## src/rtl/flash_status_regs.svh

```systemverilog
// register offsets, field positions, reset values and timing counts of the status poller
`ifndef FLASH_STATUS_REGS_SVH
`define FLASH_STATUS_REGS_SVH

// ----------------------------------------
// register word offsets (byte address)
// ----------------------------------------
`define FS_OFF_CTRL 8'h00
`define FS_OFF_ADDR 8'h04
`define FS_OFF_STATUS 8'h08
`define FS_OFF_LIMIT 8'h0C
`define FS_OFF_DATA 8'h10

// ----------------------------------------
// control fields (write pulses)
// ----------------------------------------
`define FS_CTRL_POLL 0
`define FS_CTRL_ADD_ERASE 1
`define FS_CTRL_RESET 2
`define FS_CTRL_SKIP_TIMER 3

// ----------------------------------------
// status fields
// ----------------------------------------
`define FS_ST_BUSY 0
`define FS_ST_OK 1
`define FS_ST_FAIL 2
`define FS_ST_LEFT 3
`define FS_ST_SECT_SEL 4
`define FS_ST_SUSPENDED 5
`define FS_ST_TIMER_PRE 6
`define FS_ST_TIMER_POST 7
`define FS_ST_MAY_REJECT 8
`define FS_ST_NOT_ACCEPTED 9
`define FS_ST_READY_PIN 10

// ----------------------------------------
// reset values
// ----------------------------------------
`define FS_RST_ADDR 22'h00_0000
`define FS_RST_LIMIT 16'h0000
`define FS_RST_WORD 16'h0000

// ----------------------------------------
// data bus status bit positions
// ----------------------------------------
`define FS_DQ_POLLING 7
`define FS_DQ_FIRST_TOGGLE 6
`define FS_DQ_TIMEOUT 5
`define FS_DQ_ERASE_TIMER 3
`define FS_DQ_SECOND_TOGGLE 2

// ----------------------------------------
// command words
// ----------------------------------------
`define FS_CMD_RESET 16'h00F0
`define FS_CMD_SECT_ERASE 16'h0030

// ----------------------------------------
// timing
// ----------------------------------------
`define FS_CLK_NS 8
`define FS_STROBE_NS 70
`define FS_STROBE_CYC 4'(((`FS_STROBE_NS) + (`FS_CLK_NS) - 1) / (`FS_CLK_NS))

`endif

```

## src/rtl/flash_status_pkg.sv

```systemverilog
// types shared by the status poller and its bus cycle engine
package flash_status_pkg;

    typedef logic [21:0] flash_addr_t;
    typedef logic [15:0] flash_word_t;

    typedef enum logic [1:0] {
        PH_IDLE = 2'b00,
        PH_SETUP = 2'b01,
        PH_STROBE = 2'b10,
        PH_HOLD = 2'b11
    } cycle_phase_e;

    typedef enum logic [3:0] {
        ST_IDLE = 4'b0000,
        ST_RD1 = 4'b0001,
        ST_RD2 = 4'b0010,
        ST_RD3 = 4'b0011,
        ST_RD4 = 4'b0100,
        ST_ARRAY = 4'b0101,
        ST_RESET = 4'b0110,
        ST_CHK_PRE1 = 4'b0111,
        ST_CHK_PRE2 = 4'b1000,
        ST_ERASE_CMD = 4'b1001,
        ST_CHK_POST = 4'b1010
    } poll_state_e;

endpackage

```

## src/rtl/flash_bus_cycle.sv

```systemverilog
// one asynchronous flash read or write cycle, paced from mclk
`timescale 1ns/100ps
`default_nettype none
`include "flash_status_regs.svh"

module flash_bus_cycle (
    input wire logic mclk,
    input wire logic reset_n,
    input wire logic clkEn,
    input wire logic start,
    input wire logic isWrite,
    input wire flash_status_pkg::flash_addr_t addrIn,
    input wire flash_status_pkg::flash_word_t wdata,
    output logic done,
    output flash_status_pkg::flash_word_t rdata,
    output flash_status_pkg::flash_addr_t flashAddr,
    output flash_status_pkg::flash_word_t flashDqOut,
    output logic flashDqOe,
    input wire flash_status_pkg::flash_word_t flashDqIn,
    output logic flashCeN,
    output logic flashOeN,
    output logic flashWeN
);
    import flash_status_pkg::*;

    cycle_phase_e phase_reg;
    logic [3:0] cnt_reg;
    logic write_reg;

    // ----------------------------------------
    // phase sequencing
    // ----------------------------------------
    always_ff @(posedge mclk) begin
        if (!reset_n) begin
            phase_reg <= PH_IDLE;
            cnt_reg <= 4'h0;
            write_reg <= 1'b0;
            done <= 1'b0;
        end else if (clkEn) begin
            done <= 1'b0;
            case (phase_reg)
                PH_IDLE: begin
                    if (start) begin
                        phase_reg <= PH_SETUP;
                        write_reg <= isWrite;
                    end
                end
                PH_SETUP: begin
                    phase_reg <= PH_STROBE;
                    cnt_reg <= `FS_STROBE_CYC;
                end
                PH_STROBE: begin
                    if (cnt_reg == 4'h1) begin
                        phase_reg <= PH_HOLD;
                    end
                    cnt_reg <= cnt_reg - 4'h1;
                end
                PH_HOLD: begin
                    phase_reg <= PH_IDLE;
                    done <= 1'b1;
                end
                default: phase_reg <= PH_IDLE;
            endcase
        end
    end

    // ----------------------------------------
    // pins
    // ----------------------------------------
    // address and data are held one cycle past the strobe so the rising edge of
    // write enable or output enable never races an address change
    always_ff @(posedge mclk) begin
        if (!reset_n) begin
            flashAddr <= 22'h00_0000;
            flashDqOut <= 16'h0000;
            flashDqOe <= 1'b0;
            flashCeN <= 1'b1;
            flashOeN <= 1'b1;
            flashWeN <= 1'b1;
            rdata <= 16'h0000;
        end else if (clkEn) begin
            if (phase_reg == PH_IDLE && start) begin
                flashAddr <= addrIn;
                flashDqOut <= wdata;
                flashDqOe <= isWrite;
                flashCeN <= 1'b0;
            end
            if (phase_reg == PH_SETUP) begin
                flashOeN <= write_reg;
                flashWeN <= !write_reg;
            end
            if (phase_reg == PH_STROBE && cnt_reg == 4'h1) begin
                flashOeN <= 1'b1;
                flashWeN <= 1'b1;
                if (!write_reg) begin
                    rdata <= flashDqIn;
                end
            end
            if (phase_reg == PH_HOLD) begin
                flashCeN <= 1'b1;
                flashDqOe <= 1'b0;
            end
        end
    end

endmodule
`default_nettype wire

```

## src/rtl/flash_status_poller.sv

```systemverilog
// host-side write-status poller for a parallel nor flash, wishbone controlled
`timescale 1ns/100ps
`default_nettype none
`include "flash_status_regs.svh"

module flash_status_poller (
    input wire logic mclk,
    input wire logic reset_n,
    input wire logic clkEn,
    input wire logic cyc_i,
    input wire logic stb_i,
    input wire logic we_i,
    input wire logic [7:0] adr_i,
    input wire logic [3:0] sel_i,
    input wire logic [31:0] dat_i,
    output logic [31:0] dat_o,
    output logic ack_o,
    output flash_status_pkg::flash_addr_t flashAddr,
    output flash_status_pkg::flash_word_t flashDqOut,
    output logic flashDqOe,
    input wire flash_status_pkg::flash_word_t flashDqIn,
    output logic flashCeN,
    output logic flashOeN,
    output logic flashWeN,
    input wire logic readyBusyN
);
    import flash_status_pkg::*;

    poll_state_e state_reg;
    flash_addr_t addr_reg;
    flash_word_t limit_reg;
    flash_word_t count_reg;
    flash_word_t first_reg;
    flash_word_t data_reg;
    logic issued_reg;
    logic skip_reg;
    logic okFlag_reg;
    logic failFlag_reg;
    logic leftFlag_reg;
    logic sectSel_reg;
    logic suspended_reg;
    logic timerPre_reg;
    logic timerPost_reg;
    logic mayReject_reg;
    logic notAccepted_reg;
    logic cycStart;
    logic cycWrite;
    logic cycDone;
    flash_word_t cycData;
    flash_word_t rdata;
    logic wbWrite;
    logic firstToggles;
    logic secondToggles;
    logic [31:0] statusWord;

    // ----------------------------------------
    // wishbone slave
    // ----------------------------------------
    assign wbWrite = cyc_i && stb_i && we_i && !ack_o && sel_i[0];

    always_ff @(posedge mclk) begin
        if (!reset_n) begin
            ack_o <= 1'b0;
        end else if (clkEn) begin
            ack_o <= cyc_i && stb_i && !ack_o;
        end
    end

    always_ff @(posedge mclk) begin
        if (!reset_n) begin
            addr_reg <= `FS_RST_ADDR;
            limit_reg <= `FS_RST_LIMIT;
        end else if (clkEn && wbWrite) begin
            if (adr_i == `FS_OFF_ADDR) begin
                addr_reg <= dat_i[21:0];
            end else if (adr_i == `FS_OFF_LIMIT) begin
                limit_reg <= dat_i[15:0];
            end
        end
    end

    always_comb begin
        statusWord = 32'h0000_0000;
        statusWord[`FS_ST_BUSY] = state_reg != ST_IDLE;
        statusWord[`FS_ST_OK] = okFlag_reg;
        statusWord[`FS_ST_FAIL] = failFlag_reg;
        statusWord[`FS_ST_LEFT] = leftFlag_reg;
        statusWord[`FS_ST_SECT_SEL] = sectSel_reg;
        statusWord[`FS_ST_SUSPENDED] = suspended_reg;
        statusWord[`FS_ST_TIMER_PRE] = timerPre_reg;
        statusWord[`FS_ST_TIMER_POST] = timerPost_reg;
        statusWord[`FS_ST_MAY_REJECT] = mayReject_reg;
        statusWord[`FS_ST_NOT_ACCEPTED] = notAccepted_reg;
        statusWord[`FS_ST_READY_PIN] = readyBusyN;
        statusWord[31:16] = count_reg;
    end

    // unmapped offsets read as zero
    always_ff @(posedge mclk) begin
        if (!reset_n) begin
            dat_o <= 32'h0000_0000;
        end else if (clkEn && cyc_i && stb_i && !ack_o) begin
            if (adr_i == `FS_OFF_ADDR) begin
                dat_o <= {10'h000, addr_reg};
            end else if (adr_i == `FS_OFF_STATUS) begin
                dat_o <= statusWord;
            end else if (adr_i == `FS_OFF_LIMIT) begin
                dat_o <= {16'h0000, limit_reg};
            end else if (adr_i == `FS_OFF_DATA) begin
                dat_o <= {16'h0000, data_reg};
            end else begin
                dat_o <= 32'h0000_0000;
            end
        end
    end

    // ----------------------------------------
    // flash cycle requests
    // ----------------------------------------
    // every status read and command goes to the programmed bank address
    always_comb begin
        cycStart = (state_reg != ST_IDLE) && !issued_reg;
        cycWrite = (state_reg == ST_RESET) || (state_reg == ST_ERASE_CMD);
        cycData = (state_reg == ST_RESET) ? `FS_CMD_RESET : `FS_CMD_SECT_ERASE;
    end

    assign firstToggles = rdata[`FS_DQ_FIRST_TOGGLE] != first_reg[`FS_DQ_FIRST_TOGGLE];
    assign secondToggles = rdata[`FS_DQ_SECOND_TOGGLE] != first_reg[`FS_DQ_SECOND_TOGGLE];

    flash_bus_cycle cycleEngine (
        .mclk(mclk),
        .reset_n(reset_n),
        .clkEn(clkEn),
        .start(cycStart),
        .isWrite(cycWrite),
        .addrIn(addr_reg),
        .wdata(cycData),
        .done(cycDone),
        .rdata(rdata),
        .flashAddr(flashAddr),
        .flashDqOut(flashDqOut),
        .flashDqOe(flashDqOe),
        .flashDqIn(flashDqIn),
        .flashCeN(flashCeN),
        .flashOeN(flashOeN),
        .flashWeN(flashWeN)
    );

    always_ff @(posedge mclk) begin
        if (!reset_n) begin
            issued_reg <= 1'b0;
        end else if (clkEn) begin
            if (cycDone) begin
                issued_reg <= 1'b0;
            end else if (cycStart) begin
                issued_reg <= 1'b1;
            end
        end
    end

    // ----------------------------------------
    // polling sequencer
    // ----------------------------------------
    // commands written while busy are dropped; the status word shows busy
    always_ff @(posedge mclk) begin
        if (!reset_n) begin
            state_reg <= ST_IDLE;
            skip_reg <= 1'b0;
            count_reg <= 16'h0000;
            first_reg <= `FS_RST_WORD;
            data_reg <= `FS_RST_WORD;
        end else if (clkEn) begin
            case (state_reg)
                ST_IDLE: begin
                    if (wbWrite && adr_i == `FS_OFF_CTRL) begin
                        count_reg <= 16'h0000;
                        skip_reg <= dat_i[`FS_CTRL_SKIP_TIMER];
                        if (dat_i[`FS_CTRL_POLL]) begin
                            state_reg <= ST_RD1;
                        end else if (dat_i[`FS_CTRL_ADD_ERASE]) begin
                            state_reg <= dat_i[`FS_CTRL_SKIP_TIMER] ? ST_ERASE_CMD : ST_CHK_PRE1;
                        end else if (dat_i[`FS_CTRL_RESET]) begin
                            state_reg <= ST_RESET;
                        end
                    end
                end
                ST_RD1, ST_RD3, ST_CHK_PRE1: begin
                    if (cycDone) begin
                        first_reg <= rdata;
                        state_reg <= poll_state_e'(state_reg + 4'h1);
                    end
                end
                ST_RD2: begin
                    if (cycDone) begin
                        if (!firstToggles) begin
                            state_reg <= ST_ARRAY;
                        end else if (rdata[`FS_DQ_TIMEOUT]) begin
                            state_reg <= ST_RD3;
                        end else begin
                            count_reg <= count_reg + 16'h0001;
                            // leaving means the next poll command starts over at the first read
                            state_reg <= (limit_reg != 16'h0000 && count_reg + 16'h0001 >= limit_reg) ?
                                ST_IDLE : ST_RD1;
                        end
                    end
                end
                ST_RD4: begin
                    if (cycDone) begin
                        state_reg <= firstToggles ? ST_RESET : ST_ARRAY;
                    end
                end
                ST_ARRAY: begin
                    if (cycDone) begin
                        data_reg <= rdata;
                        state_reg <= ST_IDLE;
                    end
                end
                ST_CHK_PRE2: begin
                    if (cycDone) begin
                        // a high timer flag means the window has closed; sending more would be ignored
                        state_reg <= rdata[`FS_DQ_ERASE_TIMER] ? ST_IDLE : ST_ERASE_CMD;
                    end
                end
                ST_ERASE_CMD: begin
                    if (cycDone) begin
                        state_reg <= skip_reg ? ST_IDLE : ST_CHK_POST;
                    end
                end
                ST_RESET, ST_CHK_POST: begin
                    if (cycDone) begin
                        state_reg <= ST_IDLE;
                    end
                end
                default: state_reg <= ST_IDLE;
            endcase
        end
    end

    // ----------------------------------------
    // result flags, cleared when a new command starts
    // ----------------------------------------
    always_ff @(posedge mclk) begin
        if (!reset_n) begin
            okFlag_reg <= 1'b0;
            failFlag_reg <= 1'b0;
            leftFlag_reg <= 1'b0;
            sectSel_reg <= 1'b0;
            suspended_reg <= 1'b0;
            timerPre_reg <= 1'b0;
            timerPost_reg <= 1'b0;
            mayReject_reg <= 1'b0;
            notAccepted_reg <= 1'b0;
        end else if (clkEn) begin
            if (state_reg == ST_IDLE && wbWrite && adr_i == `FS_OFF_CTRL) begin
                okFlag_reg <= 1'b0;
                failFlag_reg <= 1'b0;
                leftFlag_reg <= 1'b0;
                sectSel_reg <= 1'b0;
                suspended_reg <= 1'b0;
                timerPre_reg <= 1'b0;
                timerPost_reg <= 1'b0;
                mayReject_reg <= 1'b0;
                notAccepted_reg <= 1'b0;
            end
            if (cycDone && state_reg == ST_RD2) begin
                sectSel_reg <= secondToggles;
                suspended_reg <= !firstToggles && secondToggles;
                okFlag_reg <= !firstToggles;
                leftFlag_reg <= firstToggles && !rdata[`FS_DQ_TIMEOUT] &&
                    limit_reg != 16'h0000 && count_reg + 16'h0001 >= limit_reg;
            end
            if (cycDone && state_reg == ST_RD4) begin
                okFlag_reg <= !firstToggles;
                failFlag_reg <= firstToggles;
            end
            if (cycDone && state_reg == ST_CHK_PRE2) begin
                notAccepted_reg <= !firstToggles;
                timerPre_reg <= rdata[`FS_DQ_ERASE_TIMER];
            end
            if (cycDone && state_reg == ST_CHK_POST) begin
                timerPost_reg <= rdata[`FS_DQ_ERASE_TIMER];
                mayReject_reg <= rdata[`FS_DQ_ERASE_TIMER];
            end
        end
    end

endmodule
`default_nettype wire

```

## config.mk

```make
export PLATFORM = sky130hd
export DESIGN_NAME = flash_status_poller
export DESIGN_NICKNAME = d
export VERILOG_FILES = /design/src/rtl/flash_status_pkg.sv /design/src/rtl/flash_bus_cycle.sv /design/src/rtl/flash_status_poller.sv
export VERILOG_INCLUDE_DIRS = /design/src /design/src/rtl
export SDC_FILE = /design/constraint.sdc
export NUM_CORES = 1
export LEC_CHECK = 0
export BUFFER_PORTS_ARGS = -buffer_cell sky130_fd_sc_hd__buf_4
export CORE_MARGIN = 2
export CORE_UTILIZATION = 60
export CTS_CLUSTER_DIAMETER = 120
export DETAILED_ROUTE_END_ITERATION = 10
export PLACE_DENSITY_LB_ADDON = 0.15
export SETUP_SLACK_MARGIN = 0.2
export SLEW_MARGIN = 20
export SYNTH_ARGS = -nofsm -noshare
export SYNTH_HDL_FRONTEND = slang
export SYNTH_SLANG_ARGS = --single-unit
```

## constraint.sdc

```tcl
create_clock -name mclk -period 5.55 [get_ports mclk]
set_clock_uncertainty 0.05 [all_clocks]
set_input_delay 0.2775 -clock mclk [delete_from_list [all_inputs] [get_ports mclk]]
set_output_delay 0.2775 -clock mclk [all_outputs]
set_load 0.05 [all_outputs]
```

; ---- Yosys cells after proc, flatten, opt, wreduce, memory -nomap -nowiden
; Cells that the tools add are included.
[word_totals]
ff_bits = 190
out_inout_bits = 75
elab_cells = 187
[op_classes]
add_sub_neg = 3
order_cmp = 1
eq_ne = 32
muxes = 53
n_bitwise = 2
reduce_logical = 67
[ops]
columns = cell, n
row1 = 16-bit 2-to-1 mux, 6
row2 = 32-bit 2-to-1 mux, 2
row3 = 4-bit 2-to-1 mux, 13
row4 = 16-bit case mux with 2 select lines, 1
row5 = 4-bit case mux with 7 select lines, 1
row6 = 1-bit logical AND, 24
row7 = 1-bit 2-to-1 mux, 22
row8 = 2-bit AND reduction, 11
row9 = 3-bit AND reduction, 7
row10 = 2-bit nonzero test, 9
row11 = 16-bit by 1-bit adder with 16-bit output (second input constant), 1
row12 = 4-bit by 3-bit equality test with 1-bit output (second input constant), 4
row13 = 8-bit by 4-bit equality test with 1-bit output (second input constant), 2
row14 = 16-bit >= comparator, 1
row15 = 16-bit nonzero test, 1
row16 = 2-bit by 1-bit != test with 1-bit output (second input constant), 7
row17 = 4-bit equality test (second input constant), 3
row18 = 9-bit AND reduction, 1
row19 = 4-bit by 1-bit equality test with 1-bit output (second input constant), 2
row20 = 4-bit by 2-bit equality test with 1-bit output (second input constant), 2
row21 = 8-bit by 3-bit equality test with 1-bit output (second input constant), 1
row22 = 8-bit by 5-bit equality test with 1-bit output (second input constant), 1
row23 = 8-bit zero test, 1
row24 = 2-bit 2-to-1 mux, 4
row25 = 20 further kinds, 31

; ---- Logic depth before layout (Yosys ltp)
[depth]
word_depth = 9
mapped_depth = 13
ltp_nobuf = 12

; ---- By module
; Synthesis repeated with hierarchy kept, for this count alone.
[hier_totals]
cells_unflattened = 1062
hier_area_um2 = 8629.5
[by_module_without_submodules]
columns = module, n_inst, cells_per_inst, area_per_inst_um2
row1 = flash_status_poller, 1, 753, 6003.3
row2 = flash_bus_cycle, 1, 309, 2626.3

; ---- Worst setup path before layout
; OpenSTA, ideal clock, no wires.
[synth_timing]
path_type = reg2reg
startpoint = register count_reg[2]
endpoint = register leftFlag_reg
setup_time_ns = 0.116
t_arrival_ns = 2.547
required_time_ns = 5.384
path_slack_ns = 2.837
path_stages_with_launch = 12
n_path_buf = 0
synth_period_minus_slack_ns = 2.713
path_cell_list = dfxtp_1 > and4_1 > and3_1 > and3_1 > and3_1 > xor2_1 > ha_1 > a21oi_1 > o21ai_0 > a2111oi_0 > a21oi_1 > a41o_1
[synth_between]
elab_chain_len = 4
[synth_lines]
columns = element, line
row1 = start: declaration, flash_status_poller.sv:32  ; flash_word_t count_reg;
row2 = start signal: assignment, flash_status_poller.sv:200  ; count_reg <= count_reg + 16'h0001;
row3 = 16-bit by 1-bit adder with 16-bit output, flash_status_poller.sv:270  ; limit_reg != 16'h0000 && count_reg + 16'h0001 >= limit_reg;
row4 = 16-bit >= comparator, flash_status_poller.sv:270
row5 = 1-bit logical AND, flash_status_poller.sv:269  ; leftFlag_reg <= firstToggles && !rdata[`FS_DQ_TIMEOUT] &&
row6 = 1-bit 2-to-1 mux, flash_status_poller.sv:265  ; if (cycDone && state_reg == ST_RD2) begin
row7 = end signal: assignment, flash_status_poller.sv:269
row8 = end: declaration, flash_status_poller.sv:39  ; logic leftFlag_reg;
; No other way between the ends.
; A chain may end at the register's enable or synchronous reset.

; ---- Worst setup path after layout
[layout_timing]
startpoint = register state_reg[0]
endpoint = register count_reg[2]
[layout_between]
elab_chain_len = 3
[layout_lines]
columns = element, line
row1 = start: declaration, flash_status_poller.sv:29  ; poll_state_e state_reg;
row2 = start signal: assignment, flash_status_poller.sv:181  ; state_reg <= dat_i[`FS_CTRL_SKIP_TIMER] ? ST_ERASE_CMD : ST_CHK_PRE1;
row3 = start signal: assignment, flash_status_poller.sv:190  ; state_reg <= poll_state_e'(state_reg + 4'h1);
row4 = start signal: assignment, flash_status_poller.sv:202  ; state_reg <= (limit_reg != 16'h0000 && count_reg + 16'h0001 >= limit_reg) ?
row5 = 4-bit by 2-bit equality test with 1-bit output / 4-bit zero test (equally long branches), flash_status_poller.sv:173  ; case (state_reg)
row6 = "2-bit != test (no line), or another cell as far along", -
row7 = 6-bit AND reduction (no line), -
; Several ways; a longest one is shown, not always the timed one.

==> results.sh <==
export IMPL_status="complete, no violations"
export IMPL_peakVddDrop_v=0.0002194
export IMPL_period_minus_ws_final_ns=3.228
export IMPL_worstSkewPairLatency_ns=0.43
export IMPL_post_route_drc_count=0
export IMPL_gpl_final_weighted_congestion=0.9146
export IMPL_antenna_found_initial=0
export IMPL_diodes=0
export IMPL_tightest_slew_ns=1.024
export IMPL_postSynthRegisterBits=171
export IMPL_vias_per_instance=5.772
export IMPL_boundaryPins=142
export IMPL_biggest_area_consumer_among_synthesized_cells="dfxtp_1"
export IMPL_regToRegStartpoint="state_reg[0]"
export IMPL_synthDistinctLibCells=64
export IMPL_grt_util_all_layers=0.2860
export IMPL_final_antenna_net_count=0
export IMPL_ys_dominant_reg_cell="dfxtp_1"
export IMPL_total_grt_overflow=0
export IMPL_yosysTopAreaCellShare=0.4312
export IMPL_cts_max_level=4
export IMPL_route_detailed_wl_per_inst_um=16.11
export IMPL_first_global_vias=6485
export IMPL_global_route_wire_length_before_repair_um=32240
export IMPL_area_growth_pct=17.48
export IMPL_crit_slowest_cell="nor3b_1"
export IMPL_start_kind="flop"
export IMPL_maxCapViolations=0
export IMPL_slew_headroom=0.3172
export IMPL_core_area_um2=13090
export IMPL_r2r_cells=8
export IMPL_data_required_time_of_the_critical_path_ns=5.77
export IMPL_cts_tree="yes"
export IMPL_buffer_ports_inserted=116
export IMPL_achievable_frequency_mhz=309.8
export IMPL_start_util=0.6067
export IMPL_initialDrtViolationCount=723
export IMPL_mean_instance_size_in_the_synthesized_netlist_um2=7.963
export IMPL_holdPathEnd="cycleEngine.rdata[12]"
export IMPL_grt_setup_unrepaired="false"
export IMPL_clock_tree_buffer_depth=2
export IMPL_drv_slew=0
export IMPL_yosysSeqAreaShare=0.4312
export IMPL_pwr_density_cell_nw_per_um2=299.4
export IMPL_dpl_hpwl_um=14250
export IMPL_final_layout_size_suffix_gt1_frac=0.1517
export IMPL_dr_pass1_iters=5
export IMPL_final_layout_net_count=1162
export IMPL_finalHoldViolCount=0
export IMPL_grt_max_degree=100
export IMPL_post_layout_total_power_mw=2.792
export IMPL_post_cts_setup_buffers=0
export IMPL_height_of_the_chip_um=119.0
export IMPL_crit_fanout=17
export IMPL_crit_reg2reg_capture="count_reg[2]"
export IMPL_final_hold_worst_slack_ns=0.02057
export IMPL_die_area_um2=14170
export IMPL_post_cts_hold_buffer_count=0
export IMPL_critPathMaxStageDelay_ns=0.82
export IMPL_path_clk_slew_ns=0.07
export IMPL_critPathCaptureType="flop"
export IMPL_hold_path_cells=3
export IMPL_setup_viol_count_final=0
export IMPL_wp_data_arrival_ns=3.45
export IMPL_die_x_um=119.0
export IMPL_static_leakage_power_nw=3.649
export IMPL_ys_warnings_count=0
export IMPL_finalCritPeriodShare=0.5816
export IMPL_cts_root_buf="clkbuf_16"
export IMPL_regToRegSetupSlack_ns=2.32
export IMPL_wl_um=20260
export IMPL_setup_tns_final_ns=0
export IMPL_crit_type="reg -> reg"
export IMPL_clock_sink_count=171
export IMPL_synth_cell_area_um2=7939
export IMPL_num_vias=7256
export IMPL_worst_hold_startpoint="flashDqIn[12]"
export IMPL_postSynth_asyncResetShare=0
export IMPL_synth_top_cells_by_area="dfxtp_1 (43%), nand2_1 (9.6%), a21oi_1 (9.2%), ha_1 (4.3%), nor2_1 (3.7%)"
export IMPL_numCtsBuffers=17
export IMPL_cp_cell_sequence="inv_1 -> ha_1 -> nor3b_1 -> nor2b_1 -> o211ai_2 -> nor2_1 -> nand3b_1 -> a21oi_1"
export IMPL_synthCells=997
export IMPL_cts_repair_resized=0
export IMPL_largest_register_ffs=32
export IMPL_floorplan_rows=42
export IMPL_timing_hold_worst_class="in -> reg"
export IMPL_post_synth_edffs=0
area by class of cell:
cell class	instances	area [µm²]
inverters	28	107.6
well taps	176	220.2
fillers	1075	3759
clock inverters	13	135.1
repair buffers	120	904.6
clock buffers	19	442.9
flip-flops and latches	171	3423
multi-input cells	730	4093
per-layer routing:
metal  vias up  wire [µm]  share of wire  track usage
met4         0        474          0.023       0.1124
li1       3582          -              -            -
met3        39       1294          0.064      0.05939
met5         -          0              0            0
met2       231       9646           0.48       0.4630
met1      3404       8840           0.44       0.3747
power by group:
part           total [mW]  switching [mW]  leakage [nW]  internal [mW]
Clock                1.16           0.514         0.276          0.642
Sequential           1.27          0.0193          1.38           1.25
Combinational       0.370           0.252          2.00          0.118
Total                2.79           0.785          3.65           2.01
cells in the final DEF, fill, tap and decap left out, types with 5 or more instances in the layout:
| cell | instances |
|---|---|
| a211oi_1 | 5 |
| a32oi_1 | 5 |
| mux2i_1 | 22 |
| dfxtp_1 | 171 |
| xnor2_1 | 11 |
| clkbuf_16 | 17 |
| nor2_1 | 78 |
| nand3_1 | 28 |
| nand3b_1 | 7 |
| nor4_1 | 5 |
| nand2b_1 | 8 |
| a311oi_1 | 7 |
| o21ai_0 | 17 |
| a22o_1 | 12 |
| a22oi_1 | 17 |
| o211ai_1 | 8 |
| and3_1 | 14 |
| xor2_1 | 6 |
| and2_1 | 7 |
| conb_1 | 12 |
| nor3_1 | 15 |
| ha_1 | 27 |
| nand4_1 | 6 |
| a21oi_1 | 146 |
| nand2_1 | 203 |
| inv_1 | 27 |
| a31oi_1 | 11 |
| buf_4 | 119 |
| nor2b_1 | 8 |
cells by family after synthesis:
kind of cell / count (synthesis) / synth area share
adder cells (fa/ha/maj): 27 / 0.04255
AO/OA/AOI/OAI: 252 / 0.1923
other: 1 / 0.0004724
multiplexers: 22 / 0.02774
flip-flops: 171 / 0.4312
buffers and inverters: 107 / 0.05910
XOR/XNOR: 17 / 0.01875
AND/OR/NAND/NOR: 400 / 0.2279
worst max path at each step:
| stage | slack (ns) | cells past startpoint | startpoint | endpoint |
|---|---|---|---|---|
| final | 2.32 | 8 | state_reg[0] | count_reg[2] |
| after global routing | 2.07 | 8 | state_reg[0] | count_reg[2] |
| after CTS | 2.37 | 8 | state_reg[0] | cycleEngine.flashDqOe |
| after detailed placement | 2.38 | 8 | state_reg[0] | cycleEngine.flashDqOe |
| after global placement | 2.41 | 8 | state_reg[0] | count_reg[2] |
| after floorplan | 2.84 | 11 | count_reg[2] | leftFlag_reg |
through the flow:
stage / utilization / setup WS, ns / instance area, µm² / cells
2_1_floorplan: - / 2.837 / 7980 / 1008
3_3_place_gp: 0.6673 / 2.407 / 8732 / 1224
3_5_place_dp: 0.6673 / 2.381 / 8732 / 1224
4_1_cts: 0.7115 / 2.372 / 9310 / 1256
5_1_grt: 0.7128 / 2.071 / 9326 / 1257
6_report: 0.7128 / 2.322 / 9326 / 1257
worst max-delay path: cells and delay by family (launching register included):
| kind | cells | cell delay (ns) |
|---|---|---|
| buffers and inverters | 1 | 0.11 |
| flip-flops | 1 | 0.36 |
| adder cells (fa/ha/maj) | 1 | 0.45 |
| AO/OA/AOI/OAI | 2 | 0.70 |
| AND/OR/NAND/NOR | 4 | 1.40 |
cell usage after synthesis, drive strengths merged, types with 3 or more instances:
library cell and number:
nor2 79, a31oi 11, nand2 203, and2 8, nand4 7, a22oi 17
dfxtp 171, a22o 12, inv 27, a211oi 5, nor3 15, xor2 6
nor3b 3, a21oi 146, buf 26, a311oi 7, o21ai 17, nand3 30
a32oi 5, nand3b 7, xnor2 11, nor2b 8, and3 14, or2 4
clkbuf 53, nand2b 8, ha 27, o211ai 9, o221ai 3, mux2i 22
nor4 6
Note: power is estimated with default switching activity, not from simulation.
